File: src/core/modulator_defines.svh
// Register offsets, field positions and reset values of the signal modulator
`ifndef MODULATOR_DEFINES_SVH
`define MODULATOR_DEFINES_SVH
`define OFS_CONTROL_0 8'h00
`define OFS_CONTROL_1 8'h04
`define OFS_HIGH_CARRIER 8'h08
`define OFS_LOW_CARRIER 8'h0C
`define OFS_MOD_SOURCE 8'h10
`define BIT_ENABLE 7
`define BIT_OUT 5
`define BIT_OUT_INVERT 4
`define BIT_SW_MOD 0
`define BIT_HI_INVERT 5
`define BIT_HI_SYNC 4
`define BIT_LO_INVERT 1
`define BIT_LO_SYNC 0
`define MASK_CONTROL_0 8'h91
`define MASK_CONTROL_1 8'h33
`define MASK_CARRIER 8'h07
`define MASK_SOURCE 8'h0F
`define RESET_REG 8'h00
`define RESP_OKAY 2'h0
`define RESP_SLVERR 2'h2
`endif

File: src/core/modulator_pkg.sv
// Types of the signal modulator
package modulator_pkg;
  typedef enum logic [1:0] {
    USE_HI = 2'b01,
    USE_LO = 2'b10
  } carrier_state_t;
endpackage

File: src/core/signal_modulator.sv
// Data signal modulator with AXI4-Lite registers
//
// The implementer's own choices: the register addresses and the AXI4-Lite register port.
`timescale 1ns/1ns
`include "modulator_defines.svh"
////////////////////////////////////////////////////////////////////////////
// Overview of operation
// - Modulator high uses high carrier, low uses low carrier; output is the selected carrier.
// - Enable bit set mixes inputs; cleared gives no modulated output.
// - Disable forces carriers to pin inputs and modulator to software bit.
// - Select fields keep values while disabled and apply again on enable.
// - Output pin held low whenever the modulated output is disabled.
// - Control 0 bit 5 shows the modulated output registered one clock earlier, read only.
// - Output invert bit inverts the output so it idles high.
// - Software bit is the modulator when the source field selects it or the module is disabled.
// - High carrier invert bit inverts the selected high carrier.
// - Low carrier invert bit inverts the selected low carrier.
// - High sync waits for high carrier falling edge before switching low.
// - Low sync waits for low carrier falling edge before switching high.
// - With sync, the carrier pulse in progress may finish before switching.
// - Carrier codes pick pin, clock, oscillator, reference, captures, PWMs.
// - Modulator codes pick pin, bit, captures, PWMs, comparators, serial.
// - Reserved modulator codes feed a constant zero.
// - All fields reset to zero; unimplemented bits read zero.
// - Module comes up disabled after any reset.
module signal_modulator (
  input wire logic aclk,
  input wire logic aresetn,
  input wire logic [7:0] s_axi_awaddr,
  input wire logic s_axi_awvalid,
  output logic s_axi_awready,
  input wire logic [31:0] s_axi_wdata,
  input wire logic [3:0] s_axi_wstrb,
  input wire logic s_axi_wvalid,
  output logic s_axi_wready,
  output logic [1:0] s_axi_bresp,
  output logic s_axi_bvalid,
  input wire logic s_axi_bready,
  input wire logic [7:0] s_axi_araddr,
  input wire logic s_axi_arvalid,
  output logic s_axi_arready,
  output logic [31:0] s_axi_rdata,
  output logic [1:0] s_axi_rresp,
  output logic s_axi_rvalid,
  input wire logic s_axi_rready,
  input wire logic high_carrier_pin_route,
  input wire logic low_carrier_pin_route,
  input wire logic modulator_pin_route,
  input wire logic internal_fast_oscillator,
  input wire logic reference_clock_out,
  input wire logic capture_unit_one,
  input wire logic capture_unit_two,
  input wire logic pwm_unit_three,
  input wire logic pwm_unit_four,
  input wire logic comparator_one,
  input wire logic comparator_two,
  input wire logic async_serial_unit_rx,
  input wire logic async_serial_unit_tx,
  input wire logic sync_serial_unit_sdo,
  output logic modulated_out
);
  ////////////////////////////////////////////////////////////////////////////
  // Registers
  logic [7:0] control_0_r;
  logic [7:0] control_1_r;
  logic [7:0] high_carrier_select_r;
  logic [7:0] low_carrier_select_r;
  logic [7:0] modulator_source_select_r;
  logic aw_held_r;
  logic w_held_r;
  logic [7:0] aw_addr_r;
  logic [31:0] w_data_r;
  logic [3:0] w_strb_r;
  logic bvalid_r;
  logic [1:0] bresp_r;
  logic rvalid_r;
  logic [31:0] rdata_r;
  logic [1:0] rresp_r;
  logic out_seen_r;
  modulator_pkg::carrier_state_t state_r;
  modulator_pkg::carrier_state_t state_nxt;
  logic hi_prev_r;
  logic lo_prev_r;

  logic module_enable;
  logic output_invert;
  logic software_modulation_bit;
  logic high_carrier_invert;
  logic low_carrier_invert;
  logic high_carrier_sync;
  logic low_carrier_sync;
  logic [2:0] high_carrier_choice;
  logic [2:0] low_carrier_choice;
  logic [3:0] modulator_choice;
  logic carrier_hi;
  logic carrier_lo;
  logic modulating_input;
  logic mixed;
  logic do_write;
  logic [7:0] wbyte;

  assign module_enable = control_0_r[`BIT_ENABLE];
  assign output_invert = control_0_r[`BIT_OUT_INVERT];
  assign software_modulation_bit = control_0_r[`BIT_SW_MOD];
  assign high_carrier_invert = control_1_r[`BIT_HI_INVERT];
  assign low_carrier_invert = control_1_r[`BIT_LO_INVERT];
  assign high_carrier_sync = control_1_r[`BIT_HI_SYNC];
  assign low_carrier_sync = control_1_r[`BIT_LO_SYNC];

  ////////////////////////////////////////////////////////////////////////////
  // Source selection
  always_comb begin
    // Disabled forces defaults, registers untouched
    high_carrier_choice = module_enable ?
      high_carrier_select_r[2:0] : 3'h0;
    low_carrier_choice = module_enable ?
      low_carrier_select_r[2:0] : 3'h0;
    modulator_choice = module_enable ?
      modulator_source_select_r[3:0] : 4'h1;
  end

  carrier_mux hi_mux (
    .choice(high_carrier_choice),
    .sources({pwm_unit_four, pwm_unit_three, capture_unit_two,
      capture_unit_one, reference_clock_out, internal_fast_oscillator,
      aclk, high_carrier_pin_route}),
    .invert(high_carrier_invert),
    .carrier(carrier_hi)
  );

  carrier_mux lo_mux (
    .choice(low_carrier_choice),
    .sources({pwm_unit_four, pwm_unit_three, capture_unit_two,
      capture_unit_one, reference_clock_out, internal_fast_oscillator,
      aclk, low_carrier_pin_route}),
    .invert(low_carrier_invert),
    .carrier(carrier_lo)
  );

  always_comb begin
    unique case (modulator_choice)
      4'h0: modulating_input = modulator_pin_route;
      4'h1: modulating_input = software_modulation_bit;
      4'h2: modulating_input = capture_unit_one;
      4'h3: modulating_input = capture_unit_two;
      4'h4: modulating_input = pwm_unit_three;
      4'h5: modulating_input = pwm_unit_four;
      4'h6: modulating_input = comparator_one;
      4'h7: modulating_input = comparator_two;
      4'h8: modulating_input = async_serial_unit_rx;
      4'h9: modulating_input = async_serial_unit_tx;
      4'hA: modulating_input = sync_serial_unit_sdo;
      default: modulating_input = 1'b0;
    endcase
  end

  ////////////////////////////////////////////////////////////////////////////
  // Carrier synchronisation
  always_comb begin
    state_nxt = state_r;
    unique case (state_r)
      modulator_pkg::USE_HI: begin
        // With high sync set, leave high only after its pulse falls; without it, at once
        if (!modulating_input &&
            (!high_carrier_sync || (hi_prev_r && !carrier_hi))) begin
          state_nxt = modulator_pkg::USE_LO;
        end
      end
      modulator_pkg::USE_LO: begin
        if (modulating_input &&
            (!low_carrier_sync || (lo_prev_r && !carrier_lo))) begin
          state_nxt = modulator_pkg::USE_HI;
        end
      end
    endcase
  end

  always_ff @(posedge aclk) begin
    if (!aresetn) begin
      state_r <= modulator_pkg::USE_LO;
      hi_prev_r <= 1'b0;
      lo_prev_r <= 1'b0;
    end else begin
      state_r <= state_nxt;
      hi_prev_r <= carrier_hi;
      lo_prev_r <= carrier_lo;
    end
  end

  always_comb begin
    // Unsynchronised side follows the modulator at once
    if (state_r == modulator_pkg::USE_HI) begin
      if (!modulating_input && !high_carrier_sync) begin
        mixed = carrier_lo;
      end else begin
        mixed = carrier_hi;
      end
    end else begin
      if (modulating_input && !low_carrier_sync) begin
        mixed = carrier_hi;
      end else begin
        mixed = carrier_lo;
      end
    end
    // Polarity, then held low while disabled
    modulated_out = module_enable & (mixed ^ output_invert);
  end

  always_ff @(posedge aclk) begin
    if (!aresetn) begin
      out_seen_r <= 1'b0;
    end else begin
      out_seen_r <= modulated_out;
    end
  end

  ////////////////////////////////////////////////////////////////////////////
  // AXI4-Lite write
  function automatic logic mapped(input logic [7:0] a);
    mapped = a == `OFS_CONTROL_0 || a == `OFS_CONTROL_1 ||
      a == `OFS_HIGH_CARRIER || a == `OFS_LOW_CARRIER ||
      a == `OFS_MOD_SOURCE;
  endfunction

  assign s_axi_awready = !aw_held_r && !bvalid_r;
  assign s_axi_wready = !w_held_r && !bvalid_r;
  assign s_axi_bvalid = bvalid_r;
  assign s_axi_bresp = bresp_r;
  assign do_write = aw_held_r && w_held_r && !bvalid_r;
  assign wbyte = w_data_r[7:0];

  always_ff @(posedge aclk) begin
    if (!aresetn) begin
      aw_held_r <= 1'b0;
      w_held_r <= 1'b0;
      aw_addr_r <= 8'h00;
      w_data_r <= 32'h0000_0000;
      w_strb_r <= 4'h0;
    end else begin
      if (s_axi_awvalid && s_axi_awready) begin
        aw_held_r <= 1'b1;
        aw_addr_r <= s_axi_awaddr;
      end else if (do_write) begin
        aw_held_r <= 1'b0;
      end
      if (s_axi_wvalid && s_axi_wready) begin
        w_held_r <= 1'b1;
        w_data_r <= s_axi_wdata;
        w_strb_r <= s_axi_wstrb;
      end else if (do_write) begin
        w_held_r <= 1'b0;
      end
    end
  end

  always_ff @(posedge aclk) begin
    if (!aresetn) begin
      bvalid_r <= 1'b0;
      bresp_r <= `RESP_OKAY;
    end else if (do_write) begin
      bvalid_r <= 1'b1;
      bresp_r <= mapped(aw_addr_r) ? `RESP_OKAY : `RESP_SLVERR;
    end else if (s_axi_bready) begin
      bvalid_r <= 1'b0;
    end
  end

  always_ff @(posedge aclk) begin
    if (!aresetn) begin
      control_0_r <= `RESET_REG;
      control_1_r <= `RESET_REG;
      high_carrier_select_r <= `RESET_REG;
      low_carrier_select_r <= `RESET_REG;
      modulator_source_select_r <= `RESET_REG;
    end else if (do_write && w_strb_r[0]) begin
      unique case (aw_addr_r)
        `OFS_CONTROL_0: control_0_r <= wbyte & `MASK_CONTROL_0;
        `OFS_CONTROL_1: control_1_r <= wbyte & `MASK_CONTROL_1;
        `OFS_HIGH_CARRIER: high_carrier_select_r <= wbyte & `MASK_CARRIER;
        `OFS_LOW_CARRIER: low_carrier_select_r <= wbyte & `MASK_CARRIER;
        `OFS_MOD_SOURCE: modulator_source_select_r <= wbyte & `MASK_SOURCE;
        default: ;
      endcase
    end
  end

  ////////////////////////////////////////////////////////////////////////////
  // AXI4-Lite read
  assign s_axi_arready = !rvalid_r;
  assign s_axi_rvalid = rvalid_r;
  assign s_axi_rdata = rdata_r;
  assign s_axi_rresp = rresp_r;

  always_ff @(posedge aclk) begin
    if (!aresetn) begin
      rvalid_r <= 1'b0;
      rdata_r <= 32'h0000_0000;
      rresp_r <= `RESP_OKAY;
    end else if (s_axi_arvalid && s_axi_arready) begin
      rvalid_r <= 1'b1;
      rresp_r <= mapped(s_axi_araddr) ? `RESP_OKAY : `RESP_SLVERR;
      rdata_r <= 32'h0000_0000;
      unique case (s_axi_araddr)
        `OFS_CONTROL_0: begin
          rdata_r[7:0] <= control_0_r;
          rdata_r[`BIT_OUT] <= out_seen_r;
        end
        `OFS_CONTROL_1: rdata_r[7:0] <= control_1_r;
        `OFS_HIGH_CARRIER: rdata_r[7:0] <= high_carrier_select_r;
        `OFS_LOW_CARRIER: rdata_r[7:0] <= low_carrier_select_r;
        `OFS_MOD_SOURCE: rdata_r[7:0] <= modulator_source_select_r;
        default: ;
      endcase
    end else if (s_axi_rready) begin
      rvalid_r <= 1'b0;
    end
  end

  ////////////////////////////////////////////////////////////////////////////
  // Assertions
  disabled_low_a: assert property (@(posedge aclk)
    disable iff (!aresetn) !module_enable |-> !modulated_out)
    else $error("output not low while disabled");
  sw_source_a: assert property (@(posedge aclk)
    disable iff (!aresetn)
    !module_enable |-> modulating_input == software_modulation_bit)
    else $error("disabled modulator not software bit");
  status_view_a: assert property (@(posedge aclk)
    disable iff (!aresetn) 1'b1 |=> out_seen_r == $past(modulated_out))
    else $error("status bit stale");
  reserved_zero_a: assert property (@(posedge aclk)
    disable iff (!aresetn)
    module_enable && modulator_choice > 4'hA |-> !modulating_input)
    else $error("reserved source not zero");
  hi_sync_a: assert property (@(posedge aclk)
    disable iff (!aresetn)
    state_r == modulator_pkg::USE_HI && high_carrier_sync && !hi_prev_r
    |=> state_r == modulator_pkg::USE_HI)
    else $error("left high carrier without falling edge");
  lo_sync_a: assert property (@(posedge aclk)
    disable iff (!aresetn)
    state_r == modulator_pkg::USE_LO && low_carrier_sync && !lo_prev_r
    |=> state_r == modulator_pkg::USE_LO)
    else $error("left low carrier without falling edge");
  lo_direct_a: assert property (@(posedge aclk)
    disable iff (!aresetn)
    !modulating_input && !high_carrier_sync |-> mixed == carrier_lo)
    else $error("low carrier not taken at once");
  hi_direct_a: assert property (@(posedge aclk)
    disable iff (!aresetn)
    modulating_input && !low_carrier_sync |-> mixed == carrier_hi)
    else $error("high carrier not taken at once");
  reset_off_a: assert property (@(posedge aclk)
    !aresetn |=> control_0_r == 8'h00)
    else $error("not disabled after reset");
  write_resp_a: assert property (@(posedge aclk)
    disable iff (!aresetn) do_write |=> s_axi_bvalid)
    else $error("write not answered");
endmodule // signal_modulator

File: src/core/carrier_mux.sv
// Carrier source selector with polarity
`timescale 1ns/1ns
module carrier_mux (
  input wire logic [2:0] choice,
  input wire logic [7:0] sources,
  input wire logic invert,
  output logic carrier
);
  always_comb begin
    carrier = sources[choice] ^ invert;
  end
endmodule // carrier_mux

File: config.mk
export PLATFORM = sky130hd
export DESIGN_NAME = signal_modulator
export DESIGN_NICKNAME = d
export VERILOG_FILES = /design/src/core/modulator_pkg.sv /design/src/core/signal_modulator.sv /design/src/core/carrier_mux.sv
export VERILOG_INCLUDE_DIRS = /design/src /design/src/core
export SDC_FILE = /design/constraint.sdc
export NUM_CORES = 1
export LEC_CHECK = 0
export BUFFER_PORTS_ARGS = -buffer_cell sky130_fd_sc_hd__buf_2
export CAP_MARGIN = 20
export CORE_MARGIN = 2
export CORE_UTILIZATION = 44
export DETAILED_ROUTE_END_ITERATION = 6
export PLACE_DENSITY = 0.77
export SKIP_CTS_REPAIR_TIMING = 1
export SYNTH_ARGS = -nofsm -noshare
export SYNTH_HDL_FRONTEND = slang
export SYNTH_SLANG_ARGS = --single-unit
File: constraint.sdc
create_clock -name aclk -period 2.35 [get_ports aclk]
set_clock_uncertainty 0.05 [all_clocks]
set_input_delay 0.47 -clock aclk [delete_from_list [all_inputs] [get_ports aclk]]
set_output_delay 0.47 -clock aclk [all_outputs]
set_load 0.1 [all_outputs]
==> metrics.md, run 1 <==
| Metric | Value |
|---|---|
| Compound-Gate Fraction of Synth Area | ~17% |
| Synth top area share | 36.3% |
| Synthesized cell area | roughly 0.0028 mm² |
| Synth Area in Simple Gates | a little under a quarter |
| Stage reached | 5_1_grt |
| Asr flop ratio synth | 0% |
| Buffers on Ports | 59 |
| EDFF count, synth | 0 |
| Outcome | did not finish |
| Height of the die | 84.0 µm |
| Placed insts | approximately 480 |
| Die Wd | ~84 µm |
| Syn avg cell area | 8.61 µm² |
| Register area share after synthesis | between 30% and 40% |
| Remaining Overflow, GRT | 1 |
| Largest area contributor in the synthesized netlist | dfxtp_1 |
| Final GP Congestion | 0.850 |
| GR Util All Layers | a little over a fifth |
| Rows | 29 |
| Stop err | [ERROR GRT-0232] Routing congestion too high. Check the congestion heatmap in the GUI. |
| Count leader, synth | nand2_1 |
| Initial Util | between 40 and 50% |
| Commonest cells post-synth | 57 x nand2_1, 51 x dfxtp_1, 28 x buf_4 |
| DP HPWL | approximately 4800 µm |
| Largest net degree at the start of global routing | just over 40 |
| Largest family of logic cells by synthesized area | simple AND/OR/NAND/NOR gates |
| Synth Area in Adders | 0% |
| Top Ports | roughly 120 |
| Largest cells by area after synthesis | dfxtp_1 36%, mux2i_1 8.5%, nand2_1 7.6% |
| Synth warnings | 0 |
| Cell count after synthesis | between 300 and 400 |
| Post-synth cell types | 55 |
| Synth Area in XOR/XNOR | less than 1% |
| Ys flop type | dfxtp_1 |
| Synth Register Bits | between 50 and 60 |
| Mux cell area share after synthesis | roughly a tenth |
cell families after synthesis:
logic type                after synthesis
AOI/OAI and AO/OA                      66
xor gates and xnor gates                2
buffers and inverters                  48
DFF                                    51
muxes                                  29
other                                   1
and+or+nand+nor                       130
stage by stage:
stage	hold WS [ns]	TNS [ns]	area [µm²]	setup slack (ns)
4_1_cts	0.246	-6.10	3700	-2.27
3_5_place_dp	0.405	-1.61	3250	-1.06
3_3_place_gp	0.400	-1.61	3250	-1.06
2_1_floorplan	0.388	-1.65	2950	-1.12
routing by layer:
layer / track usage (%) / overflow
met5: 0 / 0
met4: 17.7 / 1
met3: 9.00 / 0
met2: 35.1 / 0
met1: 21.9 / 0
==> run 2, diff against run 1 <==
- CORE_UTILIZATION: 44 -> 38
- PLACE_DENSITY: 0.77 -> default
- PLACE_DENSITY_LB_ADDON: default -> 0.15
- clock period: 2.35 -> 3.06 ns (I/O delays scaled with it)
==> run 2 against run 1 <==
Compared with the run above: synthesized area is the same; synthesized cell count is the same; the flow now finishes, with violations (setup timing).
==> metrics.md, run 2 <==
| Metric | Value |
|---|---|
| Outcome | finished with violations |
| Failing checks | setup timing |
| Setup_tns | -1.40 ns |
| Compound-Gate Fraction of Synth Area | 17.0% (unchanged) |
| Share of layout cells above drive strength 1 | 30.0% |
| PnR worst setup slack | -1.23 ns |
| GR Util All Layers | a little under a fifth |
| Via count | about 2.5k |
| Fin util | between 50% and 60% |
| Ys flop type | dfxtp_1 |
| Final Hold Vio Count | 0 |
| CTS tree | done |
| Placed insts | 482 (+1.3%) |
| WL final | 6800 µm |
| Fill cell count | around 740 |
| Vias in the first global route | 2,508 |
| Via/cell ratio | 4.80 |
| Final cell count without fillers | 513 |
| Worst slew pin tran | between 0.7 and 0.8 ns |
| CP peak stage delay | about 0.27 ns |
| DP HPWL | 4620 µm (-3.2%) |
| DR WL/cell | around 13 µm |
| Synth Area in XOR/XNOR | 0.622% (unchanged) |
| CP max stage cell | mux2_4 |
| Final #Nets | just under 500 |
| Largest Register | aw_addr_r |
| Kind of critical path | clk -> out |
| LEAKAGE | ~1.6 nW |
| Cells on worst reg2reg path | 8 |
| Commonest cells post-synth | 57 x nand2_1, 51 x dfxtp_1, 28 x buf_4 |
| Hold path depth | 3 |
| Setup crit start kind | clock port |
| Post-placement setup slack | -0.853 ns (+0.211 ns) |
| Clock latency on the worst-skew pair | 0.41 ns |
| Worst Path Required | around 2.4 ns |
| Top Ports | 115 (unchanged) |
| Top cell family by delay on the critical path | buffers and inverters |
| Initial antenna violation count | 0 |
| Cell count after synthesis | 327 (unchanged) |
| DRC violations left | 0 |
| Synth top area share | 36.3% (unchanged) |
| Post-synth cell types | 55 (unchanged) |
| First-pass GRT wire length | 11,200 µm |
| Mux cell area share after synthesis | 10.7% (unchanged) |
| Levels on crit path | 12 |
| Synth warnings | 0 (unchanged) |
| Worst-path cell chain | buf_8 > clkbuf_8 > mux2_4 > o311ai_4 > a22oi_2 > xnor2_2 > clkbuf_8 > mux2i_4 > clkbuf_8 > buf_8 > mux2i_4 > buf_12 |
| N_diodes | 0 |
| Largest net degree at the start of global routing | 53 |
| Core Area | 0.00721 mm² |
| Final setup viols | 4 |
| Count leader, synth | nand2_1 |
| Buffers on Ports | 59 (unchanged) |
| Hold WS | about 0.38 ns |
| CP bufs+invs | 6 |
| Syn avg cell area | 8.61 µm² (unchanged) |
| Synth Area in Simple Gates | 23.5% (unchanged) |
| Pwr Density | approximately 490 mW/mm² |
| Placed Area | 0.00314 mm² (-3.5%) |
| Initial Util | 39.0% (-5.8 points) |
| RSZ-0062 raised after global routing | true |
| Rows | 31 (+6.9%) |
| Total power | ~1.8 mW |
| Maximum capacitance violations | 0 |
| Clock slew at reported path FFs | approximately 0.1 ns |
| Synthesized cell area | 0.00282 mm² (unchanged) |
| Worst Path Max Fanout | 2 |
| Largest family of logic cells by synthesized area | simple AND/OR/NAND/NOR gates |
| Register area share after synthesis | 36.3% (unchanged) |
| Slew Viols, Final | 0 |
| Critical path arrival | about 3.6 ns |
| Hold Path Class | in -> reg |
| Antenna Nets Post-Route | 0 |
| Largest area contributor in the synthesized netlist | dfxtp_1 |
| Height of the die | 90.1 µm (+7.2%) |
| Max reg flops | 8 |
| EDFF count, synth | 0 (unchanged) |
| Remaining Overflow, GRT | 0 |
| Die ar. | about 0.0081 mm² |
| Post-Layout Inst Area | ~0.0037 mm² |
| Most frequent cells in the layout | 58 x buf_2, 57 x nand2_1, 51 x dfxtp_1 |
| Commonest non-fill, non-tap cell in the layout | buf_2 |
| Largest cells by area after synthesis | dfxtp_1 36%, mux2i_1 8.5%, nand2_1 7.6% |
| Die Wd | 90.1 µm (+7.2%) |
| Synthesis-to-finish area growth | 29.7% |
| Worst slew margin | a little under half |
| Final GP Congestion | 0.774 (-8.9%) |
| Peak VDD IR | about 0.24 mV |
| Total iterations of the first detailed-routing run | 4 |
| Most used cell, CP | clkbuf_8 |
| Crit end category | output port |
| Initial DRC Count | 95 |
| Synth Area in Adders | 0% (unchanged) |
| Asr flop ratio synth | 0% (unchanged) |
| Synth Register Bits | 51 (unchanged) |
==> run 2: cell counts after synthesis <==
Identical to the previous run, type by type.
==> run 2: power breakdown <==
group	switching (mW)	internal, mW	total [mW]
registers	0.0177	0.686	0.704
logic	0.275	0.0620	0.337
clock network	0.308	0.429	0.737
==> run 2: path summary, 6_finish.rpt <==
check / slack [ns] / startpoint / to
worst max-delay path: -1.23 / aclk / modulated_out
worst min-delay path: 0.38 / s_axi_awaddr[1] / aw_addr_r[1]
worst max register to register: 0.61 / modulator_source_select_r[1] / out_seen_r
worst min register to register: 0.42 / aw_addr_r[1] / aw_addr_r[1]
==> run 2: tightest hold or removal path, stage by stage <==
cell      delay [ns]
buf_2           0.09
nand2_1         0.04
a21boi_0        0.06
==> run 2: logic make-up after synthesis <==
family	after synthesis
compound gates	66
xor+xnor	2
buf+inv	48
flops	51
mux	29
other cells	1
simple gates	130
==> run 2: cell type report <==
cell class	instances	area (µm²)	share of cell area (%)
inverters	6	22.5	0.617
multi-input cells	254	1690	46.2
repair buffers	71	388	10.6
well taps	99	124	3.39
clock buffers	26	323	8.84
flip-flops and latches	51	1020	28.0
clock inverters	6	85.1	2.33
==> run 2: metal layers <==
| metal | GRT usage [%] | vias to the layer above | share of wire, % |
|---|---|---|---|
| li1 | - | 1244 | - |
| met1 | 20.1 | 1104 | 45 |
| met2 | 24.2 | 92 | 46 |
| met3 | 11.1 | 22 | 6.5 |
| met4 | 20.0 | 0 | 2.6 |
| met5 | 0.641 | - | 0 |
(Power assumes the default switching activity.)
